`src/logic/crank_sync_pkg.sv`:
```
`default_nettype none
package crank_sync_pkg;

  localparam int unsigned NUM_CRANK = 2;
  localparam int unsigned NUM_BP = 2;
  localparam int unsigned NUM_SLOTS = 6;
  localparam int unsigned NUM_SYNC = 6;

  // source select encodings shared by crank buses and sync lines
  localparam logic [7:0] SRC_NONE = 8'h00;
  localparam logic [7:0] SRC_BP0 = 8'h01;
  localparam logic [7:0] SRC_BP1 = 8'h02;
  localparam logic [7:0] SRC_SW = 8'h03;
  localparam logic [7:0] SRC_SLOT0 = 8'h04;
  localparam logic [7:0] SRC_SLOT_LAST = 8'h09;

  // reset values
  localparam logic [7:0] SEL_RESET = 8'h00;
  localparam logic [5:0] LEVEL_RESET = 6'h00;

  // register byte offsets
  localparam logic [7:0] OFS_CRANK0_SEL = 8'h00;
  localparam logic [7:0] OFS_CRANK1_SEL = 8'h04;
  localparam logic [7:0] OFS_SYNC_SEL0 = 8'h08;
  localparam logic [7:0] OFS_STRIDE = 8'h04;
  localparam logic [7:0] OFS_SW_LEVEL = 8'h20;
  localparam logic [7:0] OFS_SYNC_STAT = 8'h24;
  localparam logic [7:0] OFS_CRANK_STAT = 8'h28;
  localparam logic [7:0] OFS_SEL_ERR = 8'h2c;

  // field positions
  localparam int unsigned CRANK_STAT_BUS1_POS = 4;
  localparam int unsigned CRANK_STAT_OE_POS = 8;
  localparam int unsigned SYNC_STAT_OE_POS = 8;
  localparam int unsigned SEL_ERR_SYNC_POS = 8;

  // one crank-angle-clock bus: zero mark, angle clock, direction
  typedef struct packed {
    logic dir;
    logic angle;
    logic zero;
  } crank_s;

endpackage
`default_nettype wire

```
`src/logic/input_sync.sv`:
```
`timescale 1ns/1ps
`default_nettype none
module input_sync
  import crank_sync_pkg::*;
#(
  parameter int unsigned W = 1
) (
  input wire logic clk_i,
  input wire logic rst_i,
  input wire logic [W-1:0] async_i,
  output logic [W-1:0] sync_o
);

  logic [W-1:0] meta_q, meta_d;
  logic [W-1:0] stable_q, stable_d;

  // first stage feeds only the second stage
  always_comb begin
    meta_d = async_i;
    stable_d = meta_q;
  end

  always_ff @(posedge clk_i) begin
    if (rst_i) begin
      meta_q <= '0;
      stable_q <= '0;
    end else begin
      meta_q <= meta_d;
      stable_q <= stable_d;
    end
  end

  assign sync_o = stable_q;

endmodule // input_sync
`default_nettype wire

```
`src/logic/source_pick.sv`:
```
`timescale 1ns/1ps
`default_nettype none
module source_pick
  import crank_sync_pkg::*;
#(
  parameter int unsigned W = 1,
  parameter bit ALLOW_SW = 1'b0
) (
  input wire logic [7:0] sel_i,
  input wire logic [NUM_BP-1:0][W-1:0] bp_i,
  input wire logic [NUM_SLOTS-1:0][W-1:0] slot_i,
  input wire logic [W-1:0] sw_i,
  output logic [W-1:0] val_o,
  output logic en_o,
  output logic bad_o
);

  logic [7:0] slot_idx;

  // exactly one source or none; illegal codes leave the line undriven
  always_comb begin
    val_o = '0;
    en_o = 1'b0;
    bad_o = 1'b0;
    slot_idx = 8'(sel_i - SRC_SLOT0);
    if (sel_i == SRC_BP0) begin
      en_o = 1'b1;
      val_o = bp_i[0];
    end else if (sel_i == SRC_BP1) begin
      en_o = 1'b1;
      val_o = bp_i[1];
    end else if (sel_i == SRC_SW) begin
      if (ALLOW_SW) begin
        en_o = 1'b1;
        val_o = sw_i;
      end else begin
        bad_o = 1'b1;
      end
    end else if (sel_i >= SRC_SLOT0 && sel_i <= SRC_SLOT_LAST) begin
      en_o = 1'b1;
      val_o = slot_i[slot_idx[2:0]];
    end else if (sel_i != SRC_NONE) begin
      bad_o = 1'b1;
    end
  end

endmodule // source_pick
`default_nettype wire

```
`src/logic/crank_sync_bus_router.sv`:
```
// Decided for this implementation: the placing of the registers and register access over Wishbone.
`timescale 1ns/1ps
`default_nettype none
module crank_sync_bus_router
  import crank_sync_pkg::*;
(
  input wire logic clk_i,
  input wire logic rst_i,
  input wire logic [7:0] wb_adr_i,
  input wire logic [31:0] wb_dat_i,
  output logic [31:0] wb_dat_o,
  input wire logic wb_we_i,
  input wire logic [3:0] wb_sel_i,
  input wire logic wb_cyc_i,
  input wire logic wb_stb_i,
  output logic wb_ack_o,
  input wire crank_s [NUM_BP-1:0] bp_crank_i,
  input wire crank_s [NUM_SLOTS-1:0] slot_crank_i,
  input wire logic [NUM_BP-1:0] bp_sync_i,
  input wire logic [NUM_SLOTS-1:0][NUM_SYNC-1:0] slot_sync_i,
  output crank_s [NUM_CRANK-1:0] crank_bus_o,
  output logic [NUM_CRANK-1:0] crank_bus_oe_o,
  output logic [NUM_SYNC-1:0] sync_line_o,
  output logic [NUM_SYNC-1:0] sync_line_oe_o
);

  ////////////////////////////////////////////////////////////////////////////
  // pin inputs through two flops

  // one synchroniser for all pins: equal delay keeps a crank bus's lines aligned
  localparam int unsigned BP_CRANK_W = NUM_BP * 3;
  localparam int unsigned SLOT_CRANK_W = NUM_SLOTS * 3;
  localparam int unsigned SLOT_SYNC_W = NUM_SLOTS * NUM_SYNC;
  localparam int unsigned PIN_W = BP_CRANK_W + SLOT_CRANK_W + NUM_BP + SLOT_SYNC_W;

  logic [PIN_W-1:0] pins_async;
  logic [PIN_W-1:0] pins_sync;
  crank_s [NUM_BP-1:0] bp_crank_s;
  crank_s [NUM_SLOTS-1:0] slot_crank_s;
  logic [NUM_BP-1:0] bp_sync_s;
  logic [NUM_SLOTS-1:0][NUM_SYNC-1:0] slot_sync_s;

  assign pins_async = {bp_crank_i, slot_crank_i, bp_sync_i, slot_sync_i};
  assign {bp_crank_s, slot_crank_s, bp_sync_s, slot_sync_s} = pins_sync;

  input_sync #(
    .W(PIN_W)
  ) u_pin_sync (
    .clk_i(clk_i),
    .rst_i(rst_i),
    .async_i(pins_async),
    .sync_o(pins_sync)
  );

  ////////////////////////////////////////////////////////////////////////////
  // register address decode, shared by the write and read paths

  logic hit_crank0;
  logic hit_crank1;
  logic [NUM_SYNC-1:0] hit_sync_sel;
  logic hit_sw_level;
  logic hit_sync_stat;
  logic hit_crank_stat;
  logic hit_sel_err;

  for (genvar i = 0; i < NUM_SYNC; i++) begin : g_hit
    assign hit_sync_sel[i] = (wb_adr_i == 8'(OFS_SYNC_SEL0 + 8'(8'(i) * OFS_STRIDE)));
  end

  // one decode so read-back can never drift from the write map
  always_comb begin
    hit_crank0 = (wb_adr_i == OFS_CRANK0_SEL);
    hit_crank1 = (wb_adr_i == OFS_CRANK1_SEL);
    hit_sw_level = (wb_adr_i == OFS_SW_LEVEL);
    hit_sync_stat = (wb_adr_i == OFS_SYNC_STAT);
    hit_crank_stat = (wb_adr_i == OFS_CRANK_STAT);
    hit_sel_err = (wb_adr_i == OFS_SEL_ERR);
  end

  ////////////////////////////////////////////////////////////////////////////
  // configuration registers

  logic [NUM_CRANK-1:0][7:0] crank_sel_q, crank_sel_d;
  logic [NUM_SYNC-1:0][7:0] sync_sel_q, sync_sel_d;
  logic [NUM_SYNC-1:0] sw_level_q, sw_level_d;
  logic ack_q, ack_d;
  logic [31:0] dat_q, dat_d;
  logic bus_req;
  logic wr_now;
  logic take;

  assign bus_req = wb_cyc_i & wb_stb_i;
  // taken only while ack is low, so a held strobe cannot retrigger in the ack cycle
  assign take = bus_req & ~ack_q;
  // write lands on the edge where the master sees ack
  assign wr_now = bus_req & wb_we_i & ack_q & wb_sel_i[0];

  always_comb begin
    crank_sel_d = crank_sel_q;
    sync_sel_d = sync_sel_q;
    sw_level_d = sw_level_q;
    if (wr_now) begin
      if (hit_crank0) begin
        crank_sel_d[0] = wb_dat_i[7:0];
      end
      if (hit_crank1) begin
        crank_sel_d[1] = wb_dat_i[7:0];
      end
      for (int i = 0; i < NUM_SYNC; i++) begin
        if (hit_sync_sel[i]) begin
          sync_sel_d[i] = wb_dat_i[7:0];
        end
      end
      if (hit_sw_level) begin
        sw_level_d = wb_dat_i[NUM_SYNC-1:0];
      end
    end
  end

  always_ff @(posedge clk_i) begin
    if (rst_i) begin
      crank_sel_q <= {NUM_CRANK{SEL_RESET}};
      sync_sel_q <= {NUM_SYNC{SEL_RESET}};
      sw_level_q <= LEVEL_RESET;
    end else begin
      crank_sel_q <= crank_sel_d;
      sync_sel_q <= sync_sel_d;
      sw_level_q <= sw_level_d;
    end
  end

  ////////////////////////////////////////////////////////////////////////////
  // source selection

  crank_s [NUM_CRANK-1:0] crank_val;
  logic [NUM_CRANK-1:0] crank_en;
  logic [NUM_CRANK-1:0] crank_bad;
  logic [NUM_SYNC-1:0] sync_val;
  logic [NUM_SYNC-1:0] sync_en;
  logic [NUM_SYNC-1:0] sync_bad;
  logic [NUM_SLOTS-1:0][2:0] slot_crank_vec;
  logic [NUM_BP-1:0][2:0] bp_crank_vec;

  assign slot_crank_vec = slot_crank_s;
  assign bp_crank_vec = bp_crank_s;

  // crank bus pick, reserved code undriven
  for (genvar c = 0; c < NUM_CRANK; c++) begin : g_crank
    source_pick #(
      .W(3),
      .ALLOW_SW(1'b0)
    ) u_pick (
      .sel_i(crank_sel_q[c]),
      .bp_i(bp_crank_vec),
      .slot_i(slot_crank_vec),
      .sw_i(3'h0),
      .val_o(crank_val[c]),
      .en_o(crank_en[c]),
      .bad_o(crank_bad[c])
    );
  end

  for (genvar s = 0; s < NUM_SYNC; s++) begin : g_sync
    logic [NUM_SLOTS-1:0] slot_line;
    for (genvar k = 0; k < NUM_SLOTS; k++) begin : g_slot
      assign slot_line[k] = slot_sync_s[k][s];
    end
    source_pick #(
      .W(1),
      .ALLOW_SW(1'b1)
    ) u_pick (
      .sel_i(sync_sel_q[s]),
      .bp_i(bp_sync_s),
      .slot_i(slot_line),
      .sw_i(sw_level_q[s]),
      .val_o(sync_val[s]),
      .en_o(sync_en[s]),
      .bad_o(sync_bad[s])
    );
  end

  ////////////////////////////////////////////////////////////////////////////
  // registered line outputs

  crank_s [NUM_CRANK-1:0] crank_out_q, crank_out_d;
  logic [NUM_CRANK-1:0] crank_oe_q, crank_oe_d;
  logic [NUM_SYNC-1:0] sync_out_q, sync_out_d;
  logic [NUM_SYNC-1:0] sync_oe_q, sync_oe_d;

  // undriven lines show low so nothing floats into the slots
  always_comb begin
    for (int c = 0; c < NUM_CRANK; c++) begin
      crank_out_d[c] = crank_en[c] ? crank_val[c] : '0;
    end
    crank_oe_d = crank_en;
    sync_out_d = sync_val & sync_en;
    sync_oe_d = sync_en;
  end

  always_ff @(posedge clk_i) begin
    if (rst_i) begin
      crank_out_q <= '0;
      crank_oe_q <= '0;
      sync_out_q <= '0;
      sync_oe_q <= '0;
    end else begin
      crank_out_q <= crank_out_d;
      crank_oe_q <= crank_oe_d;
      sync_out_q <= sync_out_d;
      sync_oe_q <= sync_oe_d;
    end
  end

  // same bus fans out to every slot
  assign crank_bus_o = crank_out_q;
  assign crank_bus_oe_o = crank_oe_q;
  assign sync_line_o = sync_out_q;
  assign sync_line_oe_o = sync_oe_q;

  ////////////////////////////////////////////////////////////////////////////
  // wishbone slave: ack one cycle after request, read data registered

  always_comb begin
    ack_d = take;
    dat_d = dat_q;
    // read word built at the take edge so it stands while ack is high
    if (take) begin
      dat_d = 32'h0000_0000;
      if (hit_crank0) begin
        dat_d[7:0] = crank_sel_q[0];
      end
      if (hit_crank1) begin
        dat_d[7:0] = crank_sel_q[1];
      end
      for (int i = 0; i < NUM_SYNC; i++) begin
        if (hit_sync_sel[i]) begin
          dat_d[7:0] = sync_sel_q[i];
        end
      end
      if (hit_sw_level) begin
        dat_d[NUM_SYNC-1:0] = sw_level_q;
      end
      if (hit_sync_stat) begin
        dat_d[NUM_SYNC-1:0] = sync_out_q;
        dat_d[SYNC_STAT_OE_POS +: NUM_SYNC] = sync_oe_q;
      end
      if (hit_crank_stat) begin
        dat_d[2:0] = crank_out_q[0];
        dat_d[CRANK_STAT_BUS1_POS +: 3] = crank_out_q[1];
        dat_d[CRANK_STAT_OE_POS +: NUM_CRANK] = crank_oe_q;
      end
      if (hit_sel_err) begin
        dat_d[NUM_CRANK-1:0] = crank_bad;
        dat_d[SEL_ERR_SYNC_POS +: NUM_SYNC] = sync_bad;
      end
    end
  end

  always_ff @(posedge clk_i) begin
    if (rst_i) begin
      ack_q <= 1'b0;
      dat_q <= 32'h0000_0000;
    end else begin
      ack_q <= ack_d;
      dat_q <= dat_d;
    end
  end

  assign wb_ack_o = ack_q;
  assign wb_dat_o = dat_q;

endmodule // crank_sync_bus_router
`default_nettype wire

```
`config.mk`:
```
export PLATFORM = sky130hd
export DESIGN_NAME = crank_sync_bus_router
export DESIGN_NICKNAME = d
export VERILOG_FILES = /design/src/logic/crank_sync_pkg.sv /design/src/logic/input_sync.sv /design/src/logic/source_pick.sv /design/src/logic/crank_sync_bus_router.sv
export SDC_FILE = /design/constraint.sdc
export NUM_CORES = 1
export LEC_CHECK = 0
export BUFFER_PORTS_ARGS = -buffer_cell sky130_fd_sc_hd__clkbuf_2
export CORE_AREA = 10 10 138 140
export DETAILED_ROUTE_END_ITERATION = 6
export DIE_AREA = 0 0 148 150
export PLACE_DENSITY = 0.86
export SLEW_MARGIN = 20
export SYNTH_ARGS = -nofsm -noshare
export SYNTH_HDL_FRONTEND = slang
export SYNTH_SLANG_ARGS = --single-unit
```
`constraint.sdc`:
```
create_clock -name clk_i -period 3.15 [get_ports clk_i]
set_clock_uncertainty 0.15 [all_clocks]
set_input_delay 0.1575 -clock clk_i [delete_from_list [all_inputs] [get_ports clk_i]]
set_output_delay 0.1575 -clock clk_i [all_outputs]
set_load 0.005 [all_outputs]
```
==> impl_metrics.json, run 1 <==
{
  "htree_num_levels": 1,
  "crit_type": "in -> reg",
  "post_synth_main_area_contributors": "sky130_fd_sc_hd__dfxtp_1 (49%), sky130_fd_sc_hd__nor2b_1 (8.6%), sky130_fd_sc_hd__mux2i_1 (4.5%)",
  "cts_max_path_buffers": 3,
  "worst-endpoint-required_ns": 3.42,
  "status": "finished clean",
  "n_fill_cell": 1202,
  "antenna_found_initial": 0,
  "synth_enable_flop_cells": 0,
  "timing.rr.start": "wb_ack_o",
  "critPathMaxFanout": 36,
  "via_count": 8086,
  "gp_congestion": 0.972,
  "postSynthAreaPerCell_um2": 9.43,
  "p_leak_uw": 0.00454,
  "syn_inst": 990,
  "ys_warn_count": 0,
  "post_cts_setup_buffer_count": 0,
  "die_width_um": 148,
  "setup_total_negative_slack_ns": 0,
  "numPlacedInstances": 1261,
  "route.final.wire_length_mm": 25.4,
  "timing.critical_path.buf_inv": 4,
  "core_region_area_mm2": 0.0163,
  "io_buffer_count": 118,
  "drt.antenna.violating_nets": 0,
  "number_of_cells_in_the_finished_layout_apart_from_fillers": 1378,
  "cp_slowest_cell": "sky130_fd_sc_hd__dlygate4sd3_1",
  "drtPass1Iterations": 6,
  "worst_max_slew_pin_slew_ns": 0.741,
  "drive_gt1_frac": 0.183,
  "overall_die_area_mm2": 0.0222,
  "first_global_vias": 7789,
  "post-route-period-util": 0.833,
  "worst_slew_margin_rel": 0.502,
  "worstSetupEndpointType": "register",
  "tritoncts_num_sinks": 229,
  "cts.repair.resized": 0,
  "worst_ep_arrival_time_ns": 2.89,
  "clk-insertion-delay-late_ns": 0.53,
  "clock-root-buffer": "sky130_fd_sc_hd__clkbuf_16",
  "post_synthesis_sequential_element_count": 229,
  "timing.hold.worst.start": "wb_adr_i[2]",
  "ir_worst_vdd_mv": 0.522,
  "clkTransAtPathRegs_ns": 0.06,
  "vias_per_cell": 5.87,
  "synthDistinctLibCells": 68,
  "synth_area_leader_cell": "sky130_fd_sc_hd__dfxtp_1",
  "cp_slowest_stage_delay_ns": 0.60,
  "initial_core_util": 0.571,
  "post_synth_instance_area_mm2": 0.00933,
  "grt_first_pass_wirelength_mm": 40.6,
  "timing.critical_path.cells": "dlygate4sd3_1, clkbuf_2, or3_1, nor4_4, buf_4, nand2_1, nand2_1, a21oi_1, dlygate4sd3_1",
  "critPathTopFamily": "buffers and inverters",
  "fin_nets": 1252,
  "globalRouteTotalUtil": 0.222,
  "num_antenna_cells": 0,
  "cts_tree": "built",
  "final_hold_viol_count": 0,
  "drt_iter0_markers": 721,
  "placement_rows": 47,
  "synth_ff_type": "sky130_fd_sc_hd__dfxtp_1",
  "die-height_um": 150,
  "cp-startpoint": "wb_adr_i[5]",
  "grt_start_max_net_pins": 80,
  "max_clock_freq_mhz": 381,
  "worstHoldPathType": "in -> reg",
  "post-synth-top-count-cell": "sky130_fd_sc_hd__dfxtp_1",
  "netlist_top_cells_count": "sky130_fd_sc_hd__dfxtp_1 (229), sky130_fd_sc_hd__nor2b_1 (129), sky130_fd_sc_hd__nand2_1 (82)",
  "yosysTopAreaCellShare": 0.491,
  "synth.yosys.seq_area_share": 0.491,
  "cts-buffers-inserted": 24,
  "grt_setup_unrepaired": "false",
  "route.detailed.drc": 0,
  "drv.max_cap_violation_count": 0,
  "hold_fix_buffers_at_cts": 74,
  "hpwl_mm": 16.6,
  "avgRoutedWirePerCell_um": 18.4,
  "areaGrowthSynthToFinish_pct": 23.4,
  "report.final.setup_viol": 0,
  "finalMaxSlewViolations": 0,
  "setup.worst_path.start_class": "primary input",
  "power.density_cell_area_mw_per_mm2": 544,
  "io_pins": 164,
  "global_route.overflow_total": 0,
  "share_of_async_settable_or_async_resettable_flops_after_synthesis": 0,
  "min_period_ns": 2.62
}
final cells by class:
class	instances	area, µm²	share of cell area
multi-input combinational	661	4300	0.374
clock buffer	33	694	0.0603
timing repair buffer	208	1470	0.128
inverter	17	63.8	0.00554
sequential	229	4580	0.398
clock inverter	10	124	0.0108
tap	220	275	0.0239
metrics by stage:
stage | power, µW | setup slack (ns) | cell area [µm²] | hold WS (ns) | util
after detailed placement | 3380 | 0.654 | 9950 | 0.219 | 0.609
after CTS | 6280 | 0.619 | 11500 | 0.00566 | 0.704
after global placement | 3370 | 0.761 | 9950 | 0.217 | 0.609
after global routing | 6450 | 0.387 | 11500 | 0.0615 | 0.704
after floorplan | 3270 | 1.25 | 9400 | 0.136 | -
final | 6260 | 0.525 | 11500 | 0.0338 | 0.704
tightest hold or removal path, cell delays in order:
cell                       delay (ns)
sky130_fd_sc_hd__clkbuf_2        0.26
sky130_fd_sc_hd__nand4_1         0.17
sky130_fd_sc_hd__a21oi_1         0.07
per-layer routing:
layer	up-vias	wire length, µm	global-route usage
met5	-	0	0
met4	0	631	0.0753
met3	63	2730	0.0546
met2	509	11700	0.358
met1	3773	10300	0.287
li1	3741	-	-
cells by family (layout without fill, tap and decap cells):
family | Yosys count | in the layout | share of synthesized area
other | 1 | 18 | 0.000402
multiplexers | 65 | 65 | 0.0933
AO/OA/AOI/OAI | 178 | 178 | 0.125
flip-flops | 229 | 229 | 0.491
AND/OR/NAND/NOR | 400 | 400 | 0.233
buffers and inverters | 117 | 268 | 0.0568
path summary, 6_finish.rpt:
kind | end | slack, ns | cells past startpoint
worst max-delay path | sync_sel_q[0] | 0.53 | 9
worst min-delay path | wb_dat_o[13] | 0.03 | 3
worst max register to register | sync_sel_q[0] | 0.56 | 7
worst min register to register | u_pin_sync.sync_o[36] | 0.27 | 1
power breakdown:
| group | switching [µW] | internal, µW |
|---|---|---|
| clock network | 1150 | 1720 |
| registers | 27.6 | 2980 |
| logic | 202 | 191 |
| total | 1380 | 4880 |
registers in the layout (all words and copies together) (netlist names):
signal / cells
u_pin_sync.meta_q: 62
u_pin_sync.sync_o: 62
sync_sel_q: 48
crank_sel_q: 16
wb_dat_o: 14
crank_bus_o: 6
sw_level_q: 6
sync_line_o: 6
sync_line_oe_o: 6
crank_bus_oe_o: 2
wb_ack_o: 1
layout by cell type (no fill, tap or decap), types with 6 or more instances in the layout:
master,n
sky130_fd_sc_hd__a211oi_1,6
sky130_fd_sc_hd__a21oi_1,74
sky130_fd_sc_hd__a311oi_1,6
sky130_fd_sc_hd__buf_4,15
sky130_fd_sc_hd__clkbuf_16,24
sky130_fd_sc_hd__clkbuf_2,117
sky130_fd_sc_hd__clkbuf_8,6
sky130_fd_sc_hd__conb_1,18
sky130_fd_sc_hd__dfxtp_1,229
sky130_fd_sc_hd__dlygate4sd3_1,74
sky130_fd_sc_hd__inv_1,17
sky130_fd_sc_hd__mux2_2,6
sky130_fd_sc_hd__mux2i_1,42
sky130_fd_sc_hd__mux4_2,17
sky130_fd_sc_hd__nand2_1,82
sky130_fd_sc_hd__nand2b_1,6
sky130_fd_sc_hd__nand3_1,57
sky130_fd_sc_hd__nand3b_1,6
sky130_fd_sc_hd__nor2_1,55
sky130_fd_sc_hd__nor2b_1,129
sky130_fd_sc_hd__nor3_1,20
sky130_fd_sc_hd__nor4_1,19
sky130_fd_sc_hd__o21ai_0,22
sky130_fd_sc_hd__o22ai_1,7
(Power assumes the default switching activity.)
==> inputs of run 2 (changes only) <==
- CORE_AREA: 10 10 138 140 -> 10 10 141 143
- DIE_AREA: 0 0 148 150 -> 0 0 151 153
- PLACE_DENSITY: 0.86 -> 0.82
- clock period: 3.15 -> 2.6 ns (I/O delays scaled with it)
==> impl_metrics.json, run 2 (synthesis results as in run 1) <==
{
  "cp_slowest_stage_delay_ns": 0.59,
  "grt_setup_unrepaired": "false",
  "num_antenna_cells": 0,
  "die_width_um": 151,
  "areaGrowthSynthToFinish_pct": 22.3,
  "gp_congestion": 0.947,
  "cts_tree": "built",
  "route.final.wire_length_mm": 24.7,
  "clk-insertion-delay-late_ns": 0.51,
  "setup_total_negative_slack_ns": 0,
  "worst-endpoint-required_ns": 2.84,
  "fin_nets": 1256,
  "via_count": 7823,
  "n_fill_cell": 1280,
  "worstHoldPathType": "in -> reg",
  "io_pins": 164,
  "globalRouteTotalUtil": 0.208,
  "first_global_vias": 7694,
  "topRoutingLayerUsed": "met4",
  "setup_slack_reg_to_reg_ns": 0.35,
  "grt_first_pass_wirelength_mm": 39.8,
  "critPathTopFamily": "buffers and inverters",
  "worstSetupEndpointType": "register",
  "cp_slowest_cell": "sky130_fd_sc_hd__dlygate4sd3_1",
  "cts_max_path_buffers": 3,
  "antenna_found_initial": 0,
  "cp_num_cells": 7,
  "io_buffer_count": 118,
  "final_design_area_no_fill_mm2": 0.0114,
  "critical-path-top-cell-by-count": "sky130_fd_sc_hd__nand2_1",
  "worst_slew_margin_rel": 0.569,
  "overall_die_area_mm2": 0.0231,
  "worst_ep_arrival_time_ns": 2.50,
  "final_hold_viol_count": 0,
  "tritoncts_num_sinks": 229,
  "critPathMaxFanout": 8,
  "detailed_place.area_mm2": 0.00998,
  "drive_gt1_frac": 0.181,
  "power.density_cell_area_mw_per_mm2": 624,
  "timing.rr.start": "wb_ack_o",
  "timing.critical_path.buf_inv": 2,
  "routed_length_on_met1_mm": 10.3,
  "clock-root-buffer": "sky130_fd_sc_hd__clkbuf_16",
  "cts-buffers-inserted": 23,
  "status": "finished clean",
  "drtPass1Iterations": 6,
  "layout_commonest_cell": "sky130_fd_sc_hd__dfxtp_1",
  "avgRoutedWirePerCell_um": 17.9,
  "routed-wl-met3_mm": 2.48,
  "fin_hold_ws_ns": 0.0249,
  "detailroute.wirelength.met2_mm": 11.3,
  "setup.worst_path.start_class": "register",
  "timing.critical_path.cells": "nand3_1, nor4_4, buf_4, nand2_1, nand2_1, a21oi_1, dlygate4sd3_1",
  "hpwl_mm": 17.0,
  "most-common-layout-cells": "sky130_fd_sc_hd__dfxtp_1 (229), sky130_fd_sc_hd__nor2b_1 (129), sky130_fd_sc_hd__clkbuf_2 (117)",
  "drt.antenna.violating_nets": 0,
  "cp-endpoint": "sync_sel_q[15]",
  "crit_type": "reg -> reg",
  "htree_num_levels": 1,
  "report.final.setup_viol": 0,
  "ir_worst_vdd_mv": 0.436,
  "die-height_um": 153,
  "cp-startpoint": "wb_ack_o",
  "cts.repair.resized": 0,
  "r2r.worst_path.cells": 7,
  "rr_endpoint": "sync_sel_q[15]",
  "drt_iter0_markers": 700,
  "min_period_ns": 2.25,
  "route.detailed.drc": 0,
  "core_region_area_mm2": 0.0171,
  "placement_rows": 48,
  "drv.max_cap_violation_count": 0,
  "max_clock_freq_mhz": 444,
  "vias_per_cell": 5.65,
  "worst_max_slew_pin_slew_ns": 0.644,
  "grt_start_max_net_pins": 122,
  "post-route-period-util": 0.867,
  "clkTransAtPathRegs_ns": 0.06,
  "initial_core_util": 0.547,
  "global_route.overflow_total": 0,
  "p_leak_uw": 0.00450,
  "finalMaxSlewViolations": 0
}
-- run 2: worst min path at each step --
stage,startpoint,end,slack (ns),cells past startpoint
3_5_place_dp,slot_sync_i[24],u_pin_sync.meta_q[24],0.19,2
2_1_floorplan,slot_sync_i[0],u_pin_sync.meta_q[0],0.11,1
4_1_cts,wb_adr_i[5],wb_dat_o[0],0.002,4
5_1_grt,wb_adr_i[1],wb_dat_o[1],0.02,3
6_report,wb_adr_i[0],wb_dat_o[1],0.02,3
3_3_place_gp,slot_crank_i[17],u_pin_sync.meta_q[55],0.19,2
-- run 2: area by class of cell --
class                           instances  area (µm²)  share of cell area
Sequential cell                       229        4580               0.401
Multi-Input combinational cell        661        4300               0.377
Timing Repair Buffer                  213        1510               0.132
Clock buffer                           34         647              0.0567
Tap cell                              225         282              0.0247
Inverter                               17        63.8             0.00559
Clock inverter                          6        36.3             0.00318
-- run 2: layer usage --
layer / track usage / up-vias
li1: - / 3750
met1: 0.280 / 3617
met2: 0.318 / 393
met3: 0.0440 / 63
met4: 0.0798 / 0
met5: 0 / -
-- run 2: repair_timing --
item | 4_1_cts | 5_1_grt
setup endpoints to repair | 0 | 1
endpoints found under the hold margin | 137 | 0
hold buffers | 73 | 0
buffers inserted | 0 | 3
-- run 2: metrics by stage --
step	total power, µW	setup WS (ns)	util	instances
5_1_grt	7360	0.249	0.669	1385
3_3_place_gp	4080	0.458	0.585	1269
2_1_floorplan	3970	0.702	-	1007
3_5_place_dp	4090	0.419	0.585	1269
6_report	7130	0.346	0.669	1385
4_1_cts	7150	0.0614	0.668	1382
-- run 2: power breakdown --
group          switching (µW)  internal [µW]
clock                    1300           1720
combinational             237            231
sequential               32.2           3610
-- run 2: tightest hold or removal path, cell delays in order --
cell and delay, ns:
sky130_fd_sc_hd__clkbuf_2 0.28, sky130_fd_sc_hd__o41ai_1 0.13, sky130_fd_sc_hd__o22ai_1 0.09
